### src/rtl/core_sfr_defs.vh
`ifndef CORE_SFR_DEFS_VH
`define CORE_SFR_DEFS_VH

// ---------------------------------------------------------------
// Register offsets (byte addresses in the core file space)
// ---------------------------------------------------------------
`define OFF_WINDOW_ZERO     7'h00
`define OFF_WINDOW_ONE      7'h01
`define OFF_PC_LOW_BYTE     7'h02
`define OFF_STATUS_FLAGS    7'h03
`define OFF_PTR_ZERO_LOW    7'h04
`define OFF_PTR_ZERO_HIGH   7'h05
`define OFF_PTR_ONE_LOW     7'h06
`define OFF_PTR_ONE_HIGH    7'h07
`define OFF_BANK_SELECT     7'h08
`define OFF_WORKING_ACC     7'h09
`define OFF_PC_UPPER_LATCH  7'h0a

// ---------------------------------------------------------------
// Status field positions
// ---------------------------------------------------------------
`define BIT_TIMEOUT         4
`define BIT_POWERDOWN       3
`define BIT_ZERO            2
`define BIT_DIGIT_CARRY     1
`define BIT_CARRY           0

// ---------------------------------------------------------------
// Reset values and field widths
// ---------------------------------------------------------------
`define RST_BYTE            8'h00
`define RST_POINTER         16'h0000
`define RST_BANK            6'h00
`define RST_LATCH           7'h00
`define BANK_WIDTH          6
`define LATCH_WIDTH         7
`define PROG_SPACE_BIT      15

// ---------------------------------------------------------------
// Flag operation codes from the execution core
// ---------------------------------------------------------------
`define FOP_NONE            3'h0
`define FOP_ADD             3'h1
`define FOP_SUB             3'h2
`define FOP_LOGIC           3'h3
`define FOP_ROT_LEFT        3'h4
`define FOP_ROT_RIGHT       3'h5

`endif

### src/rtl/flag_alu.v
`timescale 1ns/10ps
`default_nettype none

// Arithmetic flag generator: add, subtract, logic, rotate through carry
module flag_alu (
    // Operands and operation
    input wire [2:0] op,
    input wire [7:0] opnd_a,
    input wire [7:0] opnd_b,
    input wire carry_in,
    // Result and flags
    output reg [7:0] result,
    output reg zero_out,
    output reg digit_carry_out,
    output reg carry_out,
    output reg carry_valid
);
`include "core_sfr_defs.vh"

    reg [8:0] full_sum;
    reg [4:0] nib_sum;
    reg [7:0] b_eff;

    // Subtract adds the two's complement, so carry reads as not-borrow
    always @* begin
        b_eff = (op == `FOP_SUB) ? ~opnd_b : opnd_b;
        full_sum = {1'b0, opnd_a} + {1'b0, b_eff}
            + {8'h00, (op == `FOP_SUB)};
        nib_sum = {1'b0, opnd_a[3:0]} + {1'b0, b_eff[3:0]}
            + {4'h0, (op == `FOP_SUB)};
        result = full_sum[7:0];
        digit_carry_out = nib_sum[4];
        carry_out = full_sum[8];
        carry_valid = 1'b1;
        case (op)
            `FOP_ADD, `FOP_SUB: begin
                carry_valid = 1'b1;
            end
            `FOP_LOGIC: begin
                result = opnd_a;
                carry_valid = 1'b0;
            end
            `FOP_ROT_LEFT: begin
                result = {opnd_a[6:0], carry_in};
                carry_out = opnd_a[7];
            end
            `FOP_ROT_RIGHT: begin
                result = {carry_in, opnd_a[7:1]};
                carry_out = opnd_a[0];
            end
            default: begin
                carry_valid = 1'b0;
            end
        endcase
        zero_out = (result == 8'h00);
    end

endmodule // flag_alu

`default_nettype wire

### src/rtl/addr_former.v
`timescale 1ns/10ps
`default_nettype none

// Forms direct and indirect data addresses from bank and pointers
module addr_former (
    // Direct addressing
    input wire [5:0] bank,
    input wire [6:0] file_offset,
    // Indirect addressing
    input wire [15:0] pointer,
    // Outputs
    output wire [12:0] direct_addr,
    output wire [14:0] indirect_addr,
    output wire indirect_is_prog
);
`include "core_sfr_defs.vh"

    // Bank bits are the top six of the direct address
    assign direct_addr = {bank, file_offset};
    // Top pointer bit steers into program memory, low 15 bits address it
    assign indirect_is_prog = pointer[`PROG_SPACE_BIT];
    assign indirect_addr = pointer[14:0];

endmodule // addr_former

`default_nettype wire

### src/rtl/core_special_registers.v
// Overview of operation
// - Low pc byte read/write, resets zero
// - Timeout flag set: power-up, watchdog clear, sleep
// - Timeout flag zero means watchdog expired
// - Powerdown set by watchdog clear; sleep clears
// - Power reset sets timeout/powerdown; others per cause
// - Power reset clears arithmetic flags; others keep
// - Zero flag follows result; software writable
// - Digit carry from bit three on add/sub
// - Carry from top bit on add/sub
// - Subtract adds two's complement; borrow inverted
// - Rotate loads carry with shifted-out bit
// - Pointer zero sixteen bits, resets zero
// - Pointer one sixteen bits, resets zero
// - Pointers accessed as separate high/low bytes
// - Bank select six bits, top address bits
// - Memory reachable direct or through pointers
// - Seven-bit pc upper latch, resets zero
// - Computed call loads pc from accumulator, latch
// - Pointer top bit selects program memory
`timescale 1ns/10ps
`default_nettype none

module core_special_registers (
    // Clock and reset
    input wire ref_clk,
    input wire resetn,
    // Reset cause: high for power-on or brown-out
    input wire power_reset,
    // Cause-driven flag values for other resets
    input wire cause_timeout,
    input wire cause_powerdown,
    // Register access from the execution core
    input wire [6:0] reg_addr,
    input wire reg_wr,
    input wire [7:0] reg_wdata,
    output reg [7:0] reg_rdata,
    // Instruction events
    input wire watchdog_clear_instr,
    input wire sleep_instr,
    input wire watchdog_timeout,
    input wire computed_call_instr,
    input wire pc_advance,
    input wire [14:0] pc_next_seq,
    // Flag update from the execution unit
    input wire [2:0] flag_op,
    input wire [7:0] flag_opnd_a,
    input wire [7:0] flag_opnd_b,
    output reg [7:0] flag_result,
    // Direct addressing inputs
    input wire [6:0] file_offset,
    // Register state
    output reg [7:0] pc_low_byte,
    output reg [6:0] pc_high_byte,
    output reg [7:0] working_accumulator,
    output reg [15:0] indirect_pointer_zero,
    output reg [15:0] indirect_pointer_one,
    output reg timeout_flag,
    output reg powerdown_flag,
    // Formed addresses
    output reg [12:0] direct_addr,
    output reg [14:0] window_zero_addr,
    output reg window_zero_prog,
    output reg [14:0] window_one_addr,
    output reg window_one_prog
);
`include "core_sfr_defs.vh"

    // ---------------------------------------------------------------
    // State
    // ---------------------------------------------------------------
    reg zero_reg;
    reg digit_carry_reg;
    reg carry_reg;
    reg [5:0] bank_reg;
    reg [6:0] latch_reg;
    reg [7:0] rdata_next;

    wire [7:0] alu_result;
    wire alu_zero;
    wire alu_dc;
    wire alu_carry;
    wire alu_carry_valid;
    wire [12:0] dir_addr_w;
    wire [14:0] ind0_addr_w;
    wire ind0_prog_w;
    wire [14:0] ind1_addr_w;
    wire ind1_prog_w;

    // Write strobe decode shared by every register
    function wr_hit;
        input wr;
        input [6:0] addr;
        input [6:0] target;
        begin
            wr_hit = wr && (addr == target);
        end
    endfunction

    wire wr_pcl = wr_hit(reg_wr, reg_addr, `OFF_PC_LOW_BYTE);
    wire wr_stat = wr_hit(reg_wr, reg_addr, `OFF_STATUS_FLAGS);
    wire wr_p0l = wr_hit(reg_wr, reg_addr, `OFF_PTR_ZERO_LOW);
    wire wr_p0h = wr_hit(reg_wr, reg_addr, `OFF_PTR_ZERO_HIGH);
    wire wr_p1l = wr_hit(reg_wr, reg_addr, `OFF_PTR_ONE_LOW);
    wire wr_p1h = wr_hit(reg_wr, reg_addr, `OFF_PTR_ONE_HIGH);
    wire wr_bsr = wr_hit(reg_wr, reg_addr, `OFF_BANK_SELECT);
    wire wr_acc = wr_hit(reg_wr, reg_addr, `OFF_WORKING_ACC);
    wire wr_lat = wr_hit(reg_wr, reg_addr, `OFF_PC_UPPER_LATCH);

    // ---------------------------------------------------------------
    // Sub-blocks
    // ---------------------------------------------------------------
    flag_alu u_flag_alu (
        .op(flag_op),
        .opnd_a(flag_opnd_a),
        .opnd_b(flag_opnd_b),
        .carry_in(carry_reg),
        .result(alu_result),
        .zero_out(alu_zero),
        .digit_carry_out(alu_dc),
        .carry_out(alu_carry),
        .carry_valid(alu_carry_valid)
    );

    addr_former u_addr_zero (
        .bank(bank_reg),
        .file_offset(file_offset),
        .pointer(indirect_pointer_zero),
        .direct_addr(dir_addr_w),
        .indirect_addr(ind0_addr_w),
        .indirect_is_prog(ind0_prog_w)
    );

    addr_former u_addr_one (
        .bank(bank_reg),
        .file_offset(file_offset),
        .pointer(indirect_pointer_one),
        .direct_addr(),
        .indirect_addr(ind1_addr_w),
        .indirect_is_prog(ind1_prog_w)
    );

    // ---------------------------------------------------------------
    // Program counter and upper latch
    // ---------------------------------------------------------------
    // Computed call wins over a register write; a write to the low
    // byte also pulls the upper bits from the latch as a jump does
    always @(posedge ref_clk) begin
        if (!resetn) begin
            pc_low_byte <= `RST_BYTE;
            pc_high_byte <= `RST_LATCH;
        end else if (computed_call_instr) begin
            pc_low_byte <= working_accumulator;
            pc_high_byte <= latch_reg;
        end else if (wr_pcl) begin
            pc_low_byte <= reg_wdata;
            pc_high_byte <= latch_reg;
        end else if (pc_advance) begin
            pc_low_byte <= pc_next_seq[7:0];
            pc_high_byte <= pc_next_seq[14:8];
        end
    end

    // Only seven bits stored; bit 7 is dropped on write
    always @(posedge ref_clk) begin
        if (!resetn) begin
            latch_reg <= `RST_LATCH;
        end else if (wr_lat) begin
            latch_reg <= reg_wdata[6:0];
        end
    end

    // ---------------------------------------------------------------
    // Working accumulator and bank select
    // ---------------------------------------------------------------
    always @(posedge ref_clk) begin
        if (!resetn) begin
            working_accumulator <= `RST_BYTE;
            bank_reg <= `RST_BANK;
        end else begin
            if (wr_acc) begin
                working_accumulator <= reg_wdata;
            end
            if (wr_bsr) begin
                bank_reg <= reg_wdata[5:0];
            end
        end
    end

    // ---------------------------------------------------------------
    // Indirect pointers, byte at a time
    // ---------------------------------------------------------------
    always @(posedge ref_clk) begin
        if (!resetn) begin
            indirect_pointer_zero <= `RST_POINTER;
            indirect_pointer_one <= `RST_POINTER;
        end else begin
            if (wr_p0l) begin
                indirect_pointer_zero[7:0] <= reg_wdata;
            end
            if (wr_p0h) begin
                indirect_pointer_zero[15:8] <= reg_wdata;
            end
            if (wr_p1l) begin
                indirect_pointer_one[7:0] <= reg_wdata;
            end
            if (wr_p1h) begin
                indirect_pointer_one[15:8] <= reg_wdata;
            end
        end
    end

    // ---------------------------------------------------------------
    // Timeout and powerdown flags
    // ---------------------------------------------------------------
    // Read-only to software; instruction events set or clear them.
    // A timeout in the same cycle as a watchdog clear loses, since
    // the clear restarts the watchdog.
    always @(posedge ref_clk) begin
        if (!resetn) begin
            if (power_reset) begin
                timeout_flag <= 1'b1;
                powerdown_flag <= 1'b1;
            end else begin
                timeout_flag <= cause_timeout;
                powerdown_flag <= cause_powerdown;
            end
        end else begin
            if (watchdog_clear_instr || sleep_instr) begin
                timeout_flag <= 1'b1;
            end else if (watchdog_timeout) begin
                timeout_flag <= 1'b0;
            end
            if (sleep_instr) begin
                powerdown_flag <= 1'b0;
            end else if (watchdog_clear_instr) begin
                powerdown_flag <= 1'b1;
            end
        end
    end

    // ---------------------------------------------------------------
    // Arithmetic flags
    // ---------------------------------------------------------------
    // Hardware update beats a software write in the same cycle
    always @(posedge ref_clk) begin
        if (!resetn) begin
            if (power_reset) begin
                zero_reg <= 1'b0;
                digit_carry_reg <= 1'b0;
                carry_reg <= 1'b0;
            end
        end else if (flag_op != `FOP_NONE) begin
            zero_reg <= alu_zero;
            if (flag_op == `FOP_ADD || flag_op == `FOP_SUB) begin
                digit_carry_reg <= alu_dc;
            end
            if (alu_carry_valid) begin
                carry_reg <= alu_carry;
            end
        end else if (wr_stat) begin
            zero_reg <= reg_wdata[`BIT_ZERO];
            digit_carry_reg <= reg_wdata[`BIT_DIGIT_CARRY];
            carry_reg <= reg_wdata[`BIT_CARRY];
        end
    end

    // ---------------------------------------------------------------
    // Registered result and addresses
    // ---------------------------------------------------------------
    always @(posedge ref_clk) begin
        if (!resetn) begin
            flag_result <= `RST_BYTE;
            direct_addr <= 13'h0000;
            window_zero_addr <= 15'h0000;
            window_zero_prog <= 1'b0;
            window_one_addr <= 15'h0000;
            window_one_prog <= 1'b0;
        end else begin
            flag_result <= alu_result;
            direct_addr <= dir_addr_w;
            window_zero_addr <= ind0_addr_w;
            window_zero_prog <= ind0_prog_w;
            window_one_addr <= ind1_addr_w;
            window_one_prog <= ind1_prog_w;
        end
    end

    // ---------------------------------------------------------------
    // Read mux
    // ---------------------------------------------------------------
    // Windows read zero here; the data path resolves them elsewhere.
    // Unmapped offsets also read zero so a stray access is harmless.
    always @* begin
        case (reg_addr)
            `OFF_PC_LOW_BYTE: begin
                rdata_next = pc_low_byte;
            end
            `OFF_STATUS_FLAGS: begin
                rdata_next = {3'h0, timeout_flag, powerdown_flag,
                    zero_reg, digit_carry_reg, carry_reg};
            end
            `OFF_PTR_ZERO_LOW: begin
                rdata_next = indirect_pointer_zero[7:0];
            end
            `OFF_PTR_ZERO_HIGH: begin
                rdata_next = indirect_pointer_zero[15:8];
            end
            `OFF_PTR_ONE_LOW: begin
                rdata_next = indirect_pointer_one[7:0];
            end
            `OFF_PTR_ONE_HIGH: begin
                rdata_next = indirect_pointer_one[15:8];
            end
            `OFF_BANK_SELECT: begin
                rdata_next = {2'h0, bank_reg};
            end
            `OFF_WORKING_ACC: begin
                rdata_next = working_accumulator;
            end
            `OFF_PC_UPPER_LATCH: begin
                rdata_next = {1'h0, latch_reg};
            end
            default: begin
                rdata_next = 8'h00;
            end
        endcase
    end

    // ---------------------------------------------------------------
    // Read data register
    // ---------------------------------------------------------------
    // Read data leaves through a flop, so it trails the address by one
    // clock; the core must hold the address across that edge
    always @(posedge ref_clk) begin
        if (!resetn) begin
            reg_rdata <= `RST_BYTE;
        end else begin
            reg_rdata <= rdata_next;
        end
    end

endmodule // core_special_registers

`default_nettype wire

### config.mk
export PLATFORM = sky130hd
export DESIGN_NAME = core_special_registers
export DESIGN_NICKNAME = d
export VERILOG_FILES = /design/src/rtl/flag_alu.v /design/src/rtl/addr_former.v /design/src/rtl/core_special_registers.v
export VERILOG_INCLUDE_DIRS = /design/src /design/src/rtl
export SDC_FILE = /design/constraint.sdc
export NUM_CORES = 1
export LEC_CHECK = 0
export BUFFER_PORTS_ARGS = -buffer_cell sky130_fd_sc_hd__buf_2
export CAP_MARGIN = 20
export CORE_ASPECT_RATIO = 1.1
export CORE_MARGIN = 5
export CORE_UTILIZATION = 55
export CTS_CLUSTER_SIZE = 16
export DETAILED_ROUTE_END_ITERATION = 10
export PLACE_DENSITY_LB_ADDON = 0.3
export SYNTH_ARGS = -nofsm -noshare
export SYNTH_HDL_FRONTEND = slang
export SYNTH_HIERARCHICAL = 1
export SYNTH_SLANG_ARGS = --single-unit
export TNS_END_PERCENT = 30
### constraint.sdc
create_clock -name ref_clk -period 8.25 [get_ports ref_clk]
set_clock_uncertainty 0.05 [all_clocks]
set_input_delay 0 -clock ref_clk [delete_from_list [all_inputs] [get_ports ref_clk]]
set_output_delay 0 -clock ref_clk [all_outputs]
set_load 0.02 [all_outputs]
==> metrics.cfg <==
[pwr]
power_leakage_nw=3.716
ir_worst_vdd_mv=0.1326
powerDensity_nw_per_um2=206.5
total_power_w=0.001654

[worst_setup_path]
rr_startpoint=carry_reg$_SDFFCE_PN0P_
critPathLaunch=flag_op[2]
cp_num_buf_inv=1
crit_path_start_kind=primary input
critPathMaxFanout=14
r2r-end=zero_reg$_SDFFCE_PN0P_
worstRegToRegCells=8
critPathKind=primary input to flip-flop
cpPeakStageDelay_ns=0.44
endpoint_kind=flip-flop
arrival_ns=3.00
cp.required_ns=8.47
critPathCapture=zero_reg$_SDFFCE_PN0P_
cp_top_family=simple AND/OR/NAND/NOR gates
cp_slowest_cell=fa_1
cp_common_cell=nor2_1
path_cells=buf_2, nand2b_1, nor2_2, xor2_1, fa_1, a211oi_1, nor2_1, xnor2_1, a21oi_1, nor4_1, and4bb_1, mux2i_1, nor2_1
r2r_setup_slack_ns=6.25
path_depth=13

[grt]
grt_max_degree=69
antenna_found_initial=4
grt_pass1_vias=5588
grt_pass1_wl_um=29510
gr-usage-all-layers_pct=27.33
grt-ovfl-total=0

[floorplan]
die_h_um=122.7
fp.coreArea_um2=11390
initial_core_util_pct=55.80
dieWidth_um=112.5
ioPinCount=185
std_cell_rows=41
die-area_um2=13810

[placed_design]
portBuffers=184
postPlaceCellArea_um2=6933
dpl.hpwl_um=13210
pre_cts_slack_ns=5.110
dp_cells=913
place.gp.congestion=0.9353

[clock_network]
post_cts_buffers=0
clkTransAtPathRegs_ns=0.06
root_buffer=clkbuf_16
cts_tree=done
numClockSinks=134
clock_latency_ns=0.42
clk_path_buf_depth=2
htree_levels=4
cts_made_buffers=17

[layout]
fin_cells=991
nets=903
final_cell_mix=buf_2 (184), dfxtp_1 (129), mux2i_1 (80)
final_common_cell=buf_2
multiInputGateArea_um2=3058
syn_to_final_growth_pct=26.05
seq_area_um2=2733
reg_top3=indirect_pointer_one: 16 flops, indirect_pointer_zero: 16 flops
design_area_um2=8010
drive_gt1_share_pct=27.53
fillers=872

[logic_synthesis]
synthCells=667
syn_area_um2=6355
syn-num-nets=743
synth_area_per_cell_um2=9.528
yosysWarnings=6

[job]
cap_violations=0

[sta]
worst_pin_slew_ns=1.017
relSlewSlack_pct=32.03
finalWorstSetupSlack_ns=5.468
rsz0062_at_grt=false
fmax_ghz=0.3595
post-route-period-util_pct=33.72
fin_setup_tns_ns=0
final-setup-viol-count=0
finalCriticalPeriod_ns=2.782
finalHoldViolCount=0
maxSlewViolCount=0

[routing]
ant_nets=0
drcViolationCount=0
routed_wl_um=19010
via_per_inst=5.689
avgRoutedWirePerCell_um=19.18
detailedRoute.firstPassIterationCount=5
drt_iter0_markers=479
dr_total_vias=5638

[outcome]
status=complete, no violations

[hold_path]
worstHoldPathType=primary input to flip-flop

==> stage by stage <==
step	utilization, %	hold WS, ns
final	70.34	0.03683
after global routing	70.34	0.03439
after CTS	70.05	0.05485
after detailed placement	60.88	0.1637
after global placement	60.88	0.1559
after floorplan	-	0.09394
==> worst reg2reg max path, delay by kind of cell (launching register included) <==
| kind | cells | cell delay (ns) |
|---|---|---|
| and+or+nand+nor | 5 | 0.58 |
| DFF | 1 | 0.43 |
| muxes | 1 | 0.13 |
| AOI/OAI and AO/OA | 2 | 0.55 |
==> what timing repair did <==
action,in CTS,in global routing
hold endpoints to repair,76,0
gates resized for setup,0,0
hold buffers,43,0
setup endpoints to repair,0,0
==> report_power, final <==
group / total (W) / switching [W] / internal, W
Combinational: 0.000200 / 0.000120 / 0.0000802
Sequential: 0.000676 / 0.00000911 / 0.000667
Clock: 0.000778 / 0.000280 / 0.000497
Total: 0.00165 / 0.000409 / 0.00124
==> per-layer routing <==
metal	vias to the layer above	global-route usage (%)	share of wire, %
li1	2613	-	-
met4	4	13.07	3.5
met5	-	0	0.10
met3	54	7.101	8.5
met1	2664	33.71	40
met2	303	44.78	48
==> how the worst min path moves through the flow <==
stage,start,end,slack (ns),cells past startpoint
floorplan,reg_wdata[6],indirect_pointer_zero[6]$_SDFFE_PN0P_,0.09,2
global route,computed_call_instr,pc_high_byte[5]$_SDFFE_PN0P_,0.03,4
detailed placement,file_offset[0],direct_addr[0]$_SDFF_PN0_,0.16,2
CTS,flag_opnd_a[2],flag_result[3]$_SDFF_PN0_,0.05,4
global placement,file_offset[4],direct_addr[4]$_SDFF_PN0_,0.16,2
finish,computed_call_instr,pc_high_byte[5]$_SDFFE_PN0P_,0.04,4
==> cell type report <==
class / count / area share (%)
Inverter: 9 / 0.4217
Tap cell: 150 / 2.343
Antenna cell: 2 / 0.06248
Multi-Input combinational cell: 436 / 38.18
Clock buffer: 20 / 5.826
Sequential cell: 134 / 34.11
Timing Repair Buffer: 229 / 17.21
Clock inverter: 11 / 1.843
Power figures use the tool's default switching activity.
